File: src/inc/xcsd_pkg.sv
// constants for the expansion-bus chip select decoder
//
// Behaviour
// - cleared enable blocks select and output enable
// - bit 10 enables microcontroller select, decode 62h/66h
// - bit 9 forwards 1-Meg extended BIOS region
// - bit 7 forwards 384K extended BIOS region
// - top BIOS forwards drive upper ISA address ones
// - bit 6 selects lower BIOS and alias
// - lower BIOS disabled: no select, no forward
// - bit 8 selects and forwards I/O APIC region
// - APIC disabled: ignore cycle, no select
// - never APIC select for ISA master cycles
// - APIC enable swaps six pins with GPIO
// - bit 5 error input raises IRQ13, gates ignore
// - bit 4 picks mouse or standard IRQ12
// - bit 3 aliases 63h/65h/67h to 61h
// - bit 2 allows BIOS select on writes
// - bit 1 enables keyboard select at 60h/64h
// - bit 0 enables clock chip select at 70-77h
package xcsd_pkg;
  // ==========================================================================
  // register map
  localparam logic [7:0]  ESC_OFFSET      = 8'h4e;  // expansion_select_control
  localparam logic [7:0]  APIC_BASE_OFF   = 8'h80;  // apic window base
  localparam logic [7:0]  GPIO_OFF        = 8'h84;  // gpio in/out
  localparam logic [15:0] ESC_RESET       = 16'h0003;
  localparam logic [15:0] ESC_WMASK       = 16'h07ff;
  localparam logic [31:0] APIC_BASE_RESET = 32'hfec0_0000;
  localparam logic [31:0] APIC_WIN_MASK   = 32'hffff_ffe0;
  // ==========================================================================
  // control bit positions
  localparam int B_RTC   = 0;
  localparam int B_KBC   = 1;
  localparam int B_BWR   = 2;
  localparam int B_P61   = 3;
  localparam int B_MOUSE = 4;
  localparam int B_COPROCESSOR_ERROR_N  = 5;
  localparam int B_LBIOS = 6;
  localparam int B_XBIOS = 7;
  localparam int B_APIC  = 8;
  localparam int B_MBIOS = 9;
  localparam int B_MC    = 10;
  // ==========================================================================
  // decoded addresses
  localparam logic [15:0] IO_KBC_DATA = 16'h0060;
  localparam logic [15:0] IO_P61      = 16'h0061;
  localparam logic [15:0] IO_MC_DATA  = 16'h0062;
  localparam logic [15:0] IO_P63      = 16'h0063;
  localparam logic [15:0] IO_KBC_CMD  = 16'h0064;
  localparam logic [15:0] IO_P65      = 16'h0065;
  localparam logic [15:0] IO_MC_CMD   = 16'h0066;
  localparam logic [15:0] IO_P67      = 16'h0067;
  localparam logic [15:0] IO_RTC_LO   = 16'h0070;
  localparam logic [15:0] IO_RTC_HI   = 16'h0077;
  localparam logic [15:0] IO_FPU_CLR  = 16'h00f0;
  localparam logic [31:0] MBIOS_LO    = 32'hfff0_0000;
  localparam logic [31:0] MBIOS_HI    = 32'hfff7_ffff;
  localparam logic [31:0] XBIOS_LO    = 32'hfff8_0000;
  localparam logic [31:0] XBIOS_HI    = 32'hfffd_ffff;
  localparam logic [31:0] LBIOS_LO    = 32'h000e_0000;
  localparam logic [31:0] LBIOS_HI    = 32'h000e_ffff;
  localparam logic [31:0] LBIOS_AL_LO = 32'hfffe_0000;
  localparam logic [31:0] LBIOS_AL_HI = 32'hfffe_ffff;
  localparam logic [3:0]  LA_TOP      = 4'hf;
  localparam int          APIC_PINS   = 6;
endpackage

File: src/rtl/xcsd_sync.sv
// two-flop synchroniser for pin inputs
`timescale 1ns/1ns
`default_nettype none
module xcsd_sync #(
  parameter int          W     = 1,
  parameter logic [W-1:0] RST_V = '0
) (
  input  wire logic         core_clk, // clock
  input  wire logic         rst,      // async reset
  input  wire logic [W-1:0] d,        // raw pin
  output logic      [W-1:0] q         // synchronised
);
  logic [W-1:0] meta_q;

  always_ff @(posedge core_clk or posedge rst)
  begin
    if (rst)
    begin
      meta_q <= RST_V;
      q      <= RST_V;
    end
    else
    begin
      meta_q <= d;
      q      <= meta_q;
    end
  end
endmodule
`default_nettype wire

File: src/rtl/xcsd_range.sv
// inclusive address range comparator
`timescale 1ns/1ns
`default_nettype none
module xcsd_range #(
  parameter logic [31:0] LO = 32'h0000_0000,
  parameter logic [31:0] HI = 32'h0000_0000
) (
  input  wire logic [31:0] addr, // address under test
  output logic             hit   // inside range
);
  assign hit = (addr >= LO) && (addr <= HI);
endmodule
`default_nettype wire

File: src/rtl/xcsd_top.sv
// expansion-bus chip select decoder with control register
`timescale 1ns/1ns
`default_nettype none
module xcsd_top (
  input  wire logic        core_clk,                // 100 MHz clock
  input  wire logic        rst,                     // async reset, high
  // register port
  input  wire logic [7:0]  reg_addr,                // byte offset
  input  wire logic [15:0] reg_wdata,               // write data
  input  wire logic        reg_wr,                  // write strobe
  input  wire logic        reg_rd,                  // read strobe
  output logic      [15:0] reg_rdata,               // read data, next cycle
  // bus cycle in progress
  input  wire logic        cyc_active,              // cycle present, level
  input  wire logic [31:0] cyc_addr,                // cycle address
  input  wire logic        cyc_io,                  // 1 io, 0 memory
  input  wire logic        cyc_write,               // 1 write
  input  wire logic        cyc_isa_master,          // 1 isa master origin
  // decode results
  output logic             clock_chip_select_n,     // clock chip select
  output logic             clock_chip_addr_latch,   // clock chip index latch
  output logic             keyboard_ctrl_select_n,  // keyboard ctrl select
  output logic             microcontroller_select_n,// microcontroller select
  output logic             boot_rom_select_n,       // boot rom select
  output logic             ioapic_select_n,         // io apic select
  output logic             expansion_output_enable_n,// shared output enable
  output logic             pci_claim,               // positive decode
  output logic             fwd_to_isa,              // forward to isa
  output logic      [3:0]  isa_la_hi,               // isa address 23:20
  output logic             port61_hit,              // access goes to 61h
  // coprocessor and mouse
  input  wire logic        coprocessor_error_n,     // error pin
  output logic             irq13_int,               // internal irq13
  output logic             ignore_numeric_error_n,  // ignore error pin
  input  wire logic        mouse_interrupt_pin,     // irq12 pin
  output logic             mouse_irq,               // mouse function irq
  output logic             irq12_std,               // standard irq12
  // apic pins as gpio
  output logic             apic_pin_mode,           // 1 apic, 0 gpio
  input  wire logic [5:0]  apic_gpio_in,            // pin levels
  output logic      [5:0]  apic_gpio_out,           // pin drive
  output logic      [5:0]  apic_gpio_oe             // pin drive enable
);
  // ==========================================================================
  // registers
  logic [15:0] ctrl_q, ctrl_d;
  logic [31:0] apic_base_q, apic_base_d;
  logic [5:0]  gpio_out_q, gpio_out_d;
  logic [5:0]  gpio_dir_q, gpio_dir_d;
  logic [15:0] rdata_q, rdata_d;

  logic        coprocessor_error_n_s_n;
  logic        irq12_s;
  logic [5:0]  gpio_s;

  // pins come from outside the clock domain: two flops before any use
  xcsd_sync #(.W(1), .RST_V(1'b1)) u_coprocessor_error_n_sync (
    .core_clk (core_clk),
    .rst      (rst),
    .d        (coprocessor_error_n),
    .q        (coprocessor_error_n_s_n)
  );

  xcsd_sync #(.W(1), .RST_V(1'b0)) u_irq12_sync (
    .core_clk (core_clk),
    .rst      (rst),
    .d        (mouse_interrupt_pin),
    .q        (irq12_s)
  );

  xcsd_sync #(.W(6), .RST_V(6'h00)) u_gpio_sync (
    .core_clk (core_clk),
    .rst      (rst),
    .d        (apic_gpio_in),
    .q        (gpio_s)
  );

  // ==========================================================================
  // register write and read decode
  // unmapped offsets write nothing; a read answers once, then the word is zero
  always_comb
  begin
    ctrl_d      = ctrl_q;
    apic_base_d = apic_base_q;
    gpio_out_d  = gpio_out_q;
    gpio_dir_d  = gpio_dir_q;
    rdata_d     = 16'h0000;
    if (reg_wr)
    begin
      unique case (reg_addr)
        xcsd_pkg::ESC_OFFSET:
          ctrl_d = reg_wdata & xcsd_pkg::ESC_WMASK;
        xcsd_pkg::APIC_BASE_OFF:
          apic_base_d = {reg_wdata, 16'h0000} & xcsd_pkg::APIC_WIN_MASK;
        xcsd_pkg::GPIO_OFF:
        begin
          gpio_out_d = reg_wdata[5:0];
          gpio_dir_d = reg_wdata[13:8];
        end
        default: ;
      endcase
    end
    if (reg_rd)
    begin
      unique case (reg_addr)
        xcsd_pkg::ESC_OFFSET:    rdata_d = ctrl_q & xcsd_pkg::ESC_WMASK;
        xcsd_pkg::APIC_BASE_OFF: rdata_d = apic_base_q[31:16];
        xcsd_pkg::GPIO_OFF:      rdata_d = {2'b00, gpio_dir_q, 2'b00, gpio_s};
        default:                 rdata_d = 16'h0000;
      endcase
    end
  end

  always_ff @(posedge core_clk or posedge rst)
  begin
    if (rst)
    begin
      ctrl_q      <= xcsd_pkg::ESC_RESET;
      apic_base_q <= xcsd_pkg::APIC_BASE_RESET;
      gpio_out_q  <= 6'h00;
      gpio_dir_q  <= 6'h00;
      rdata_q     <= 16'h0000;
    end
    else
    begin
      ctrl_q      <= ctrl_d;
      apic_base_q <= apic_base_d;
      gpio_out_q  <= gpio_out_d;
      gpio_dir_q  <= gpio_dir_d;
      rdata_q     <= rdata_d;
    end
  end

  // ==========================================================================
  // address decode
  logic hit_mbios, hit_xbios, hit_lbios, hit_lbios_al;

  xcsd_range #(.LO(xcsd_pkg::MBIOS_LO), .HI(xcsd_pkg::MBIOS_HI)) u_r_mbios (
    .addr (cyc_addr),
    .hit  (hit_mbios)
  );
  xcsd_range #(.LO(xcsd_pkg::XBIOS_LO), .HI(xcsd_pkg::XBIOS_HI)) u_r_xbios (
    .addr (cyc_addr),
    .hit  (hit_xbios)
  );
  xcsd_range #(.LO(xcsd_pkg::LBIOS_LO), .HI(xcsd_pkg::LBIOS_HI)) u_r_lbios (
    .addr (cyc_addr),
    .hit  (hit_lbios)
  );
  xcsd_range #(.LO(xcsd_pkg::LBIOS_AL_LO), .HI(xcsd_pkg::LBIOS_AL_HI)) u_r_lbal (
    .addr (cyc_addr),
    .hit  (hit_lbios_al)
  );

  logic [15:0] io_a;
  logic        io_cyc, mem_cyc, pci_cyc;
  logic        rtc_d, ale_d, kbc_d, mc_d, bios_reg_d, bios_d, apic_d;
  logic        top_bios_d, fwd_d, p61_d, fpu_clr;

  always_comb
  begin
    // io decode looks at the low sixteen address bits only
    io_a    = cyc_addr[15:0];
    io_cyc  = cyc_active && cyc_io;
    mem_cyc = cyc_active && !cyc_io;
    pci_cyc = !cyc_isa_master;
    rtc_d   = io_cyc && ctrl_q[xcsd_pkg::B_RTC] &&
              io_a >= xcsd_pkg::IO_RTC_LO && io_a <= xcsd_pkg::IO_RTC_HI;
    // index ports are the even ones: those writes strobe the latch
    ale_d   = rtc_d && cyc_write && !io_a[0];
    kbc_d   = io_cyc && ctrl_q[xcsd_pkg::B_KBC] &&
              (io_a == xcsd_pkg::IO_KBC_DATA || io_a == xcsd_pkg::IO_KBC_CMD);
    mc_d    = io_cyc && ctrl_q[xcsd_pkg::B_MC] &&
              (io_a == xcsd_pkg::IO_MC_DATA || io_a == xcsd_pkg::IO_MC_CMD);
    p61_d   = io_cyc && (io_a == xcsd_pkg::IO_P61 ||
              (ctrl_q[xcsd_pkg::B_P61] && (io_a == xcsd_pkg::IO_P63 ||
               io_a == xcsd_pkg::IO_P65 || io_a == xcsd_pkg::IO_P67)));
    top_bios_d = mem_cyc && pci_cyc &&
                 ((ctrl_q[xcsd_pkg::B_MBIOS] && hit_mbios) ||
                  (ctrl_q[xcsd_pkg::B_XBIOS] && hit_xbios) ||
                  (ctrl_q[xcsd_pkg::B_LBIOS] && hit_lbios_al));
    bios_reg_d = top_bios_d ||
                 (mem_cyc && ctrl_q[xcsd_pkg::B_LBIOS] && hit_lbios);
    // write protect: without bit 2 a write gets no select at all
    bios_d  = bios_reg_d && (!cyc_write || ctrl_q[xcsd_pkg::B_BWR]);
    // the 32-byte window holds both default apic addresses under one base
    apic_d  = mem_cyc && pci_cyc && ctrl_q[xcsd_pkg::B_APIC] &&
              ((cyc_addr & xcsd_pkg::APIC_WIN_MASK) == apic_base_q);
    // isa-originated cycles are already on isa; only pci ones are forwarded
    fwd_d   = top_bios_d || apic_d ||
              (bios_reg_d && pci_cyc && hit_lbios);
    // a write to the clear port arms the ignore output while the error stands
    fpu_clr = io_cyc && cyc_write && io_a == xcsd_pkg::IO_FPU_CLR;
  end

  // ==========================================================================
  // select outputs, registered
  // selects are registered in their active-low form, so every pin leaves
  // straight from a flop with no gate behind it
  logic       rtc_n_q, kbc_n_q, mc_n_q, bios_n_q, apic_n_q, xoe_n_q;
  logic       ale_q, claim_q, fwd_q, p61_q;
  logic [3:0] la_q, la_d;

  always_comb
  begin
    // top windows alias to the top of the 16-Mbyte isa space
    la_d = top_bios_d ? xcsd_pkg::LA_TOP : cyc_addr[23:20];
  end

  always_ff @(posedge core_clk or posedge rst)
  begin
    if (rst)
    begin
      rtc_n_q  <= 1'b1;
      ale_q    <= 1'b0;
      kbc_n_q  <= 1'b1;
      mc_n_q   <= 1'b1;
      bios_n_q <= 1'b1;
      apic_n_q <= 1'b1;
      xoe_n_q  <= 1'b1;
      claim_q <= 1'b0;
      fwd_q   <= 1'b0;
      p61_q   <= 1'b0;
      la_q    <= 4'h0;
    end
    else
    begin
      rtc_n_q  <= !rtc_d;
      ale_q    <= ale_d;
      kbc_n_q  <= !kbc_d;
      mc_n_q   <= !mc_d;
      bios_n_q <= !bios_d;
      apic_n_q <= !apic_d;
      xoe_n_q  <= !(rtc_d || kbc_d || mc_d || bios_d || apic_d);
      claim_q <= mc_d && pci_cyc;
      fwd_q   <= fwd_d;
      p61_q   <= p61_d;
      la_q    <= la_d;
    end
  end

  assign clock_chip_select_n       = rtc_n_q;
  assign clock_chip_addr_latch     = ale_q;
  assign keyboard_ctrl_select_n    = kbc_n_q;
  assign microcontroller_select_n  = mc_n_q;
  assign boot_rom_select_n         = bios_n_q;
  assign ioapic_select_n           = apic_n_q;
  assign expansion_output_enable_n = xoe_n_q;
  assign pci_claim                 = claim_q;
  assign fwd_to_isa                = fwd_q;
  assign isa_la_hi                 = la_q;
  assign port61_hit                = p61_q;
  assign reg_rdata                 = rdata_q;

  // ==========================================================================
  // coprocessor error, mouse irq, apic pin mode
  logic coprocessor_error_n_act, ign_n_q, ign_d, irq13_q, irq13_d;
  logic mouse_q, mouse_d, std_q, std_d, mode_q;
  logic [5:0] gout_q, goe_q, goe_d;

  always_comb
  begin
    coprocessor_error_n_act = ctrl_q[xcsd_pkg::B_COPROCESSOR_ERROR_N] && !coprocessor_error_n_s_n;
    irq13_d  = coprocessor_error_n_act;
    // ignore is armed by the clear write and held only while error stays
    ign_d    = coprocessor_error_n_act && (!ign_n_q || fpu_clr);
    mouse_d  = ctrl_q[xcsd_pkg::B_MOUSE] && irq12_s;
    std_d    = !ctrl_q[xcsd_pkg::B_MOUSE] && irq12_s;
    // the pins are never driven while the apic function owns them; mode and
    // drive enables follow the control bit one cycle late
    goe_d    = ctrl_q[xcsd_pkg::B_APIC] ? 6'h00 : gpio_dir_q;
  end

  always_ff @(posedge core_clk or posedge rst)
  begin
    if (rst)
    begin
      irq13_q <= 1'b0;
      ign_n_q <= 1'b1;
      mouse_q <= 1'b0;
      std_q   <= 1'b0;
      mode_q  <= 1'b0;
      gout_q  <= 6'h00;
      goe_q   <= 6'h00;
    end
    else
    begin
      irq13_q <= irq13_d;
      ign_n_q <= !ign_d;
      mouse_q <= mouse_d;
      std_q   <= std_d;
      mode_q  <= ctrl_q[xcsd_pkg::B_APIC];
      gout_q  <= gpio_out_q;
      goe_q   <= goe_d;
    end
  end

  assign irq13_int              = irq13_q;
  assign ignore_numeric_error_n = ign_n_q;
  assign mouse_irq              = mouse_q;
  assign irq12_std              = std_q;
  assign apic_pin_mode          = mode_q;
  assign apic_gpio_out          = gout_q;
  assign apic_gpio_oe           = goe_q;
endmodule
`default_nettype wire

File: config.mk
export PLATFORM = sky130hd
export DESIGN_NAME = xcsd_top
export DESIGN_NICKNAME = d
export VERILOG_FILES = /design/src/inc/xcsd_pkg.sv /design/src/rtl/xcsd_sync.sv /design/src/rtl/xcsd_range.sv /design/src/rtl/xcsd_top.sv
export SDC_FILE = /design/constraint.sdc
export NUM_CORES = 1
export LEC_CHECK = 0
export ABC_CLOCK_PERIOD_IN_PS = 3100
export CAP_MARGIN = 30
export CORE_UTILIZATION = 50
export DETAILED_ROUTE_END_ITERATION = 16
export DONT_BUFFER_PORTS = 1
export PLACE_DENSITY = 0.65
export SYNTH_ARGS = -nofsm -noshare
export SYNTH_HDL_FRONTEND = slang
export SYNTH_HIERARCHICAL = 1
export SYNTH_SLANG_ARGS = --single-unit
File: constraint.sdc
create_clock -name core_clk -period 3.1 [get_ports core_clk]
set_input_delay 0.31 -clock core_clk [delete_from_list [all_inputs] [get_ports core_clk]]
set_output_delay 0.31 -clock core_clk [all_outputs]
set_load 0.03 [all_outputs]
# ---- Yosys cells after proc, flatten, opt, wreduce, memory -nomap -nowiden
# Index checks and enable logic that the tools add are counted.
dict set report totals {
  output_inout_bits 47
  memories 0
  latch_bits 0
  romBits 0
  ff_bits 102
  ramBits 0
  inputBits 72
}
dict set report op_classes {
  eq_ne 13
  reduce_logical 69
  n_shift 0
  n_mux 4
  n_bitwise 0
  n_addsub 0
  n_lt_le_gt_ge 10
  mul 0
  n_div 0
}
# cell count
set ops {}
lappend ops {{16-bit by 7-bit equality test with 1-bit output (second input constant)} 8}
lappend ops {{32-bit greater-or-equal comparator (second input constant)} 3}
lappend ops {{32-bit <= comparator (second input constant)} 3}
lappend ops {{16-bit one-hot mux with 3 select lines} 1}
lappend ops {{1-bit logical AND} 36}
lappend ops {{32-bit by 20-bit greater-or-equal comparator with 1-bit output (second input constant)} 1}
lappend ops {{32-bit by 20-bit <= comparator with 1-bit output (second input constant)} 1}
lappend ops {{27-bit equality test} 1}
lappend ops {{16-bit by 8-bit equality test with 1-bit output (second input constant)} 1}
lappend ops {{8-bit equality test (second input constant)} 2}
lappend ops {{16-bit by 7-bit greater-or-equal comparator with 1-bit output (second input constant)} 1}
lappend ops {{16-bit by 7-bit <= comparator with 1-bit output (second input constant)} 1}
lappend ops {{1-bit logical OR} 16}
lappend ops {{16-bit 2-to-1 mux} 1}
lappend ops {{1-bit logical NOT} 14}
lappend ops {{8-bit by 7-bit equality test with 1-bit output (second input constant)} 1}
lappend ops {{6-bit 2-to-1 mux} 1}
lappend ops {{2-bit AND reduction} 3}
lappend ops {{4-bit 2-to-1 mux} 1}

# ---- Longest topological paths before layout
dict set report depth {
  word_depth 11
  ltp_mapped 8
  mapped_depth_nobuf 8
}

# ---- Modules after synthesis
# The synthesis kept the hierarchy.
# mod area_per_inst_um2 seq_area_each_um2 n_inst cells_per_inst
set modules_own_cells {}
lappend modules_own_cells {xcsd_top 3575.9 2174.6 1 262}
lappend modules_own_cells {{xcsd_sync at u_gpio_sync} 304.0 300.3 1 13}
lappend modules_own_cells {{xcsd_sync at u_coprocessor_error_n_sync} 56.3 52.6 1 3}
lappend modules_own_cells {{xcsd_sync at u_irq12_sync} 53.8 50.0 1 3}
lappend modules_own_cells {{xcsd_range at u_r_lbios} 46.3 0.0 1 5}
lappend modules_own_cells {{xcsd_range at u_r_lbal} 40.0 0.0 1 5}
lappend modules_own_cells {{xcsd_range at u_r_xbios} 38.8 0.0 1 6}
lappend modules_own_cells {{xcsd_range at u_r_mbios} 36.3 0.0 1 5}

# ---- Worst setup path after synthesis
# Ideal clock, no wire load.
dict set report synth_timing {
  path_kind {input-to-reg}
  start {input reg_addr[6]}
  end {register apic_base_q[16]}
  t_arrival_ns 1.568
  path_stages 5
  setup_slack_ns 1.405
  n_path_buf 1
  t_required_ns 2.972
  cell_sequence {nor4b_2 nand3_1 nor2_4 buf_4 mux2_1}
}
dict set report synth_between {
  elab_chain_len 2
}
# item line
set synth_rtl {}
lappend synth_rtl {{start, declared} xcsd_top.sv:8} ;# input wire logic [7:0] reg_addr,
lappend synth_rtl {{8-bit equality test} xcsd_top.sv:90} ;# unique case (reg_addr)
lappend synth_rtl {{2-bit AND reduction (no source line)} --}
lappend synth_rtl {{end signal, assigned} xcsd_top.sv:119} ;# apic_base_q <= xcsd_pkg::APIC_BASE_RESET;
lappend synth_rtl {{end signal, assigned} xcsd_top.sv:127} ;# apic_base_q <= apic_base_d;
lappend synth_rtl {{end, declared} xcsd_top.sv:47} ;# logic [31:0] apic_base_q, apic_base_d;
# No other way between the ends.
# A chain may end at the register's enable or synchronous reset.

# ---- Worst setup path after layout
dict set report layout_timing {
  start {input reg_addr[6]}
  end {register gpio_out_q[2]}
}
dict set report layout_between {
  elab_chain_len 2
}
# item line
set layout_rtl {}
lappend layout_rtl {{8-bit equality test} xcsd_top.sv:90}
lappend layout_rtl {{2-bit AND reduction (no source line)} --}
lappend layout_rtl {{end signal, assigned} xcsd_top.sv:128} ;# gpio_out_q <= gpio_out_d;
lappend layout_rtl {{end, declared} xcsd_top.sv:48} ;# logic [5:0] gpio_out_q, gpio_out_d;
# No other way between the ends.

==> metrics.csv <==
stage,metric,value,unit
final_layout,area_growth,11.42,%
setup_path,cp-end-kind,flop,
floorplanning,num_rows,32,
clock_tree,tritoncts,done,
timing,relSlewSlack,0.5090,
logic_synthesis,yosys-top-cells-count,"dfrtp_1, mux2_1, mux2_2, nor2_1, dfstp_2",
worst_hold_path,holdCritPathClass,input port to flop,
setup_path,cp-start-kind,input port,
route,num_vias,2476,
place,gp_congestion,0.8465,
floorplanning,chipHeight,93.12,um
logic_synthesis,ys_async_sr_fraction,1.000,
global_routing,grt.overflow.total,0,
floorplanning,start_util,0.5263,
power_and_ir_drop,pwr-share-comb,0.049,
final_layout,stdcell_area,4626,um^2
timing,slew_viol_final,0,
floorplanning,die_w,93.12,um
clock_tree,clk_pin_slew_worst_paths,0.10,ns
clock_tree,postCtsSetupBuffers,0,
setup_path,critical_path_class,input port to flop,
timing,tns,0,ns
timing,setup_slack,1.383,ns
route,wl_met2,4534,um
power_and_ir_drop,p_per_area,539.1,nW/um^2
logic_synthesis,synth_area,4151,um^2
setup_path,regToRegSetupSlack,1.54,ns
place,place_area,4285,um^2
logic_synthesis,yosys_register_bits,102,
setup_path,cp.arrival,1.96,ns
floorplanning,die-area,8671,um^2
place,dp.cells,399,
power_and_ir_drop,p_seq_frac,0.577,
global_routing,grt_pass1_wl,14050,um
global_routing,grt_max_degree,72,
logic_synthesis,syn_avg_cell_area,13.75,um^2
setup_path,worstPathRequired,3.34,ns
final_layout,stdcell_count,426,
route,avgRoutedWirePerCell,20.91,um
logic_synthesis,synth_edf_count,0,
clock_tree,cts-root-buf,clkbuf_8,
final_layout,layout-drive-gt1-share,0.2562,
power_and_ir_drop,p_leak,2.023,nW
route,drt.antenna.violating_nets,0,
logic_synthesis,synth_ff_type,dfrtp_1,
power_and_ir_drop,total_power,0.002494,W
logic_synthesis,synth.distinct_cells,45,
route,dr.max_layer_used,met4,
logic_synthesis,yosysTopAreaCell,dfrtp_1,
final_layout,final_nets,391,
power_and_ir_drop,irDropWorstVdd,0.0003257,V
power_and_ir_drop,swShare,0.2256,
timing,setup_viol,0,
logic_synthesis,synth_seq_area_share,0.6209,
timing,finalCriticalPeriod,1.717,ns
route,drc,0,
timing,skew,0.008752,ns
run,drv_cap,0,
clock_tree,numClockSinks,102,
route,post_drt_via_cell_ratio,5.812,
clock_tree,cts_made_buffers,9,
logic_synthesis,synth_area_leaders,"dfrtp_1, dfstp_2, mux2_1, mux2_2, xnor2_1",
timing,hold_viol,0,
setup_path,cp_max_fo,12,
route,met3WireLength,633,um
place,hpwlAfterDp,6476,um
logic_synthesis,post-synth-top-count-cell,dfrtp_1,
logic_synthesis,ys_warn_count,6,
final_layout,diodes,0,
route,m1WireLength,3606,um
timing,fmax,582.4,MHz
logic_synthesis,synthCells,302,
place,io_buffer_count,0,
timing,rsz0062_at_grt,false,
place,detailedPlace.worstSlack,0.9401,ns
clock_tree,insertion_delay,0.36,ns
power_and_ir_drop,clkPwrFrac,0.374,
route,drtIter0Drc,128,
route,routed_wl,8907,um
global_routing,antenna_found_initial,0,
status,outcome,"finished, final reports clean",
route,drtPass1Iterations,4,
global_routing,groute.usage.overall,0.2210,
logic_synthesis,mappedNetlistNets,374,
final_layout,nFillCells,639,
timing,period_share,0.5539,
power_and_ir_drop,p_int,0.001931,W
clock_tree,max-clock-path-buffers,2,
power_and_ir_drop,power_switching,0.0005626,W
floorplanning,coreArea,7888,um^2
clock_tree,htreeDepth,3,
floorplanning,ios,119,
global_routing,grt_pass1_vias,2635,
timing,tightest_slew,0.7343,ns
logic_synthesis,synth_top_area_share,0.4943,
repair_timing:
item                      CTS  global route
hold endpoints to repair   40             0
hold buffers               11             0
resized for setup           0             0
path summary, 6_finish.rpt:
check / startpoint / endpoint / cells after the start
worst max-delay path: reg_addr[6] / gpio_out_q[2] / 3
worst min-delay path: cyc_addr[23] / isa_la_hi[3] / 1
worst max register to register: apic_base_q[31] / expansion_output_enable_n / 5
worst min register to register: u_gpio_sync/meta_q[1] / u_gpio_sync/q[1] / 0
max in group asynchronous: rst / ioapic_select_n / 4
min in group asynchronous: rst / u_irq12_sync/q / 2
through the flow:
step | utilization | hold slack [ns]
final | 0.5865 | 0.04720
after floorplan | - | 0.05118
after global placement | 0.5398 | 0.05538
after CTS | 0.5865 | 0.03478
after global routing | 0.5865 | 0.02523
after detailed placement | 0.5433 | 0.05937
per-layer routing:
layer | up-vias | GRT usage
li1 | 1109 | -
met1 | 1258 | 0.2814
met2 | 98 | 0.3609
met3 | 11 | 0.06260
met4 | 0 | 0.08077
met5 | - | 0
state kept, by name, summed over array words and instances (netlist names), 4 cells and up:
register            flops
apic_base_q            16
apic_gpio_out           6
u_gpio_sync/q           6
ctrl_q                 11
gpio_out_q              6
gpio_dir_q              6
reg_rdata              16
u_gpio_sync/meta_q      6
isa_la_hi               4
apic_gpio_oe            6
layout by cell type, fill, tap and decap left out, types with 7 or more instances in the layout:
cell / Yosys / final
a22oi_1: 12 / 12
clkbuf_8: 0 / 10
dfrtp_1: 82 / 82
dfstp_2: 20 / 20
dlygate4sd3_1: 0 / 11
mux2_1: 26 / 26
mux2_2: 22 / 22
nand2_1: 7 / 7
nand3_1: 8 / 8
nand4_1: 11 / 11
nor2_1: 22 / 22
nor2b_1: 10 / 10
xnor2_1: 14 / 14
cells by family after synthesis:
kind of cell,synth area share
DFF,0.6209
and+or+nand+nor,0.1561
muxes,0.1398
AOI/OAI and AO/OA,0.03586
xor gates and xnor gates,0.03376
buffers and inverters,0.01356
critical path, stage by stage:
cell	delay, ns
nor4b_2	0.42
nand4_1	0.67
mux2_1	0.55
power by group through the flow:
stage | logic (W) | registers [W] | clock network [W]
2_1_floorplan | 0.0000939 | 0.00145 | 0
3_3_place_gp | 0.000105 | 0.00146 | 0
3_5_place_dp | 0.000113 | 0.00147 | 0
4_1_cts | 0.000125 | 0.00144 | 0.000959
5_1_grt | 0.000137 | 0.00145 | 0.00102
6_report | 0.000122 | 0.00144 | 0.000932
final cells by class:
type	instances	area [um^2]	area share
flip-flops and latches	102	2577	0.5572
clock inverters	6	92.59	0.02002
repair buffers	14	152.6	0.03300
multi-input cells	187	1518	0.3281
well taps	102	127.6	0.02759
inverters	5	20.02	0.004328
clock buffers	10	137.6	0.02975
(Power assumes the default switching activity.)
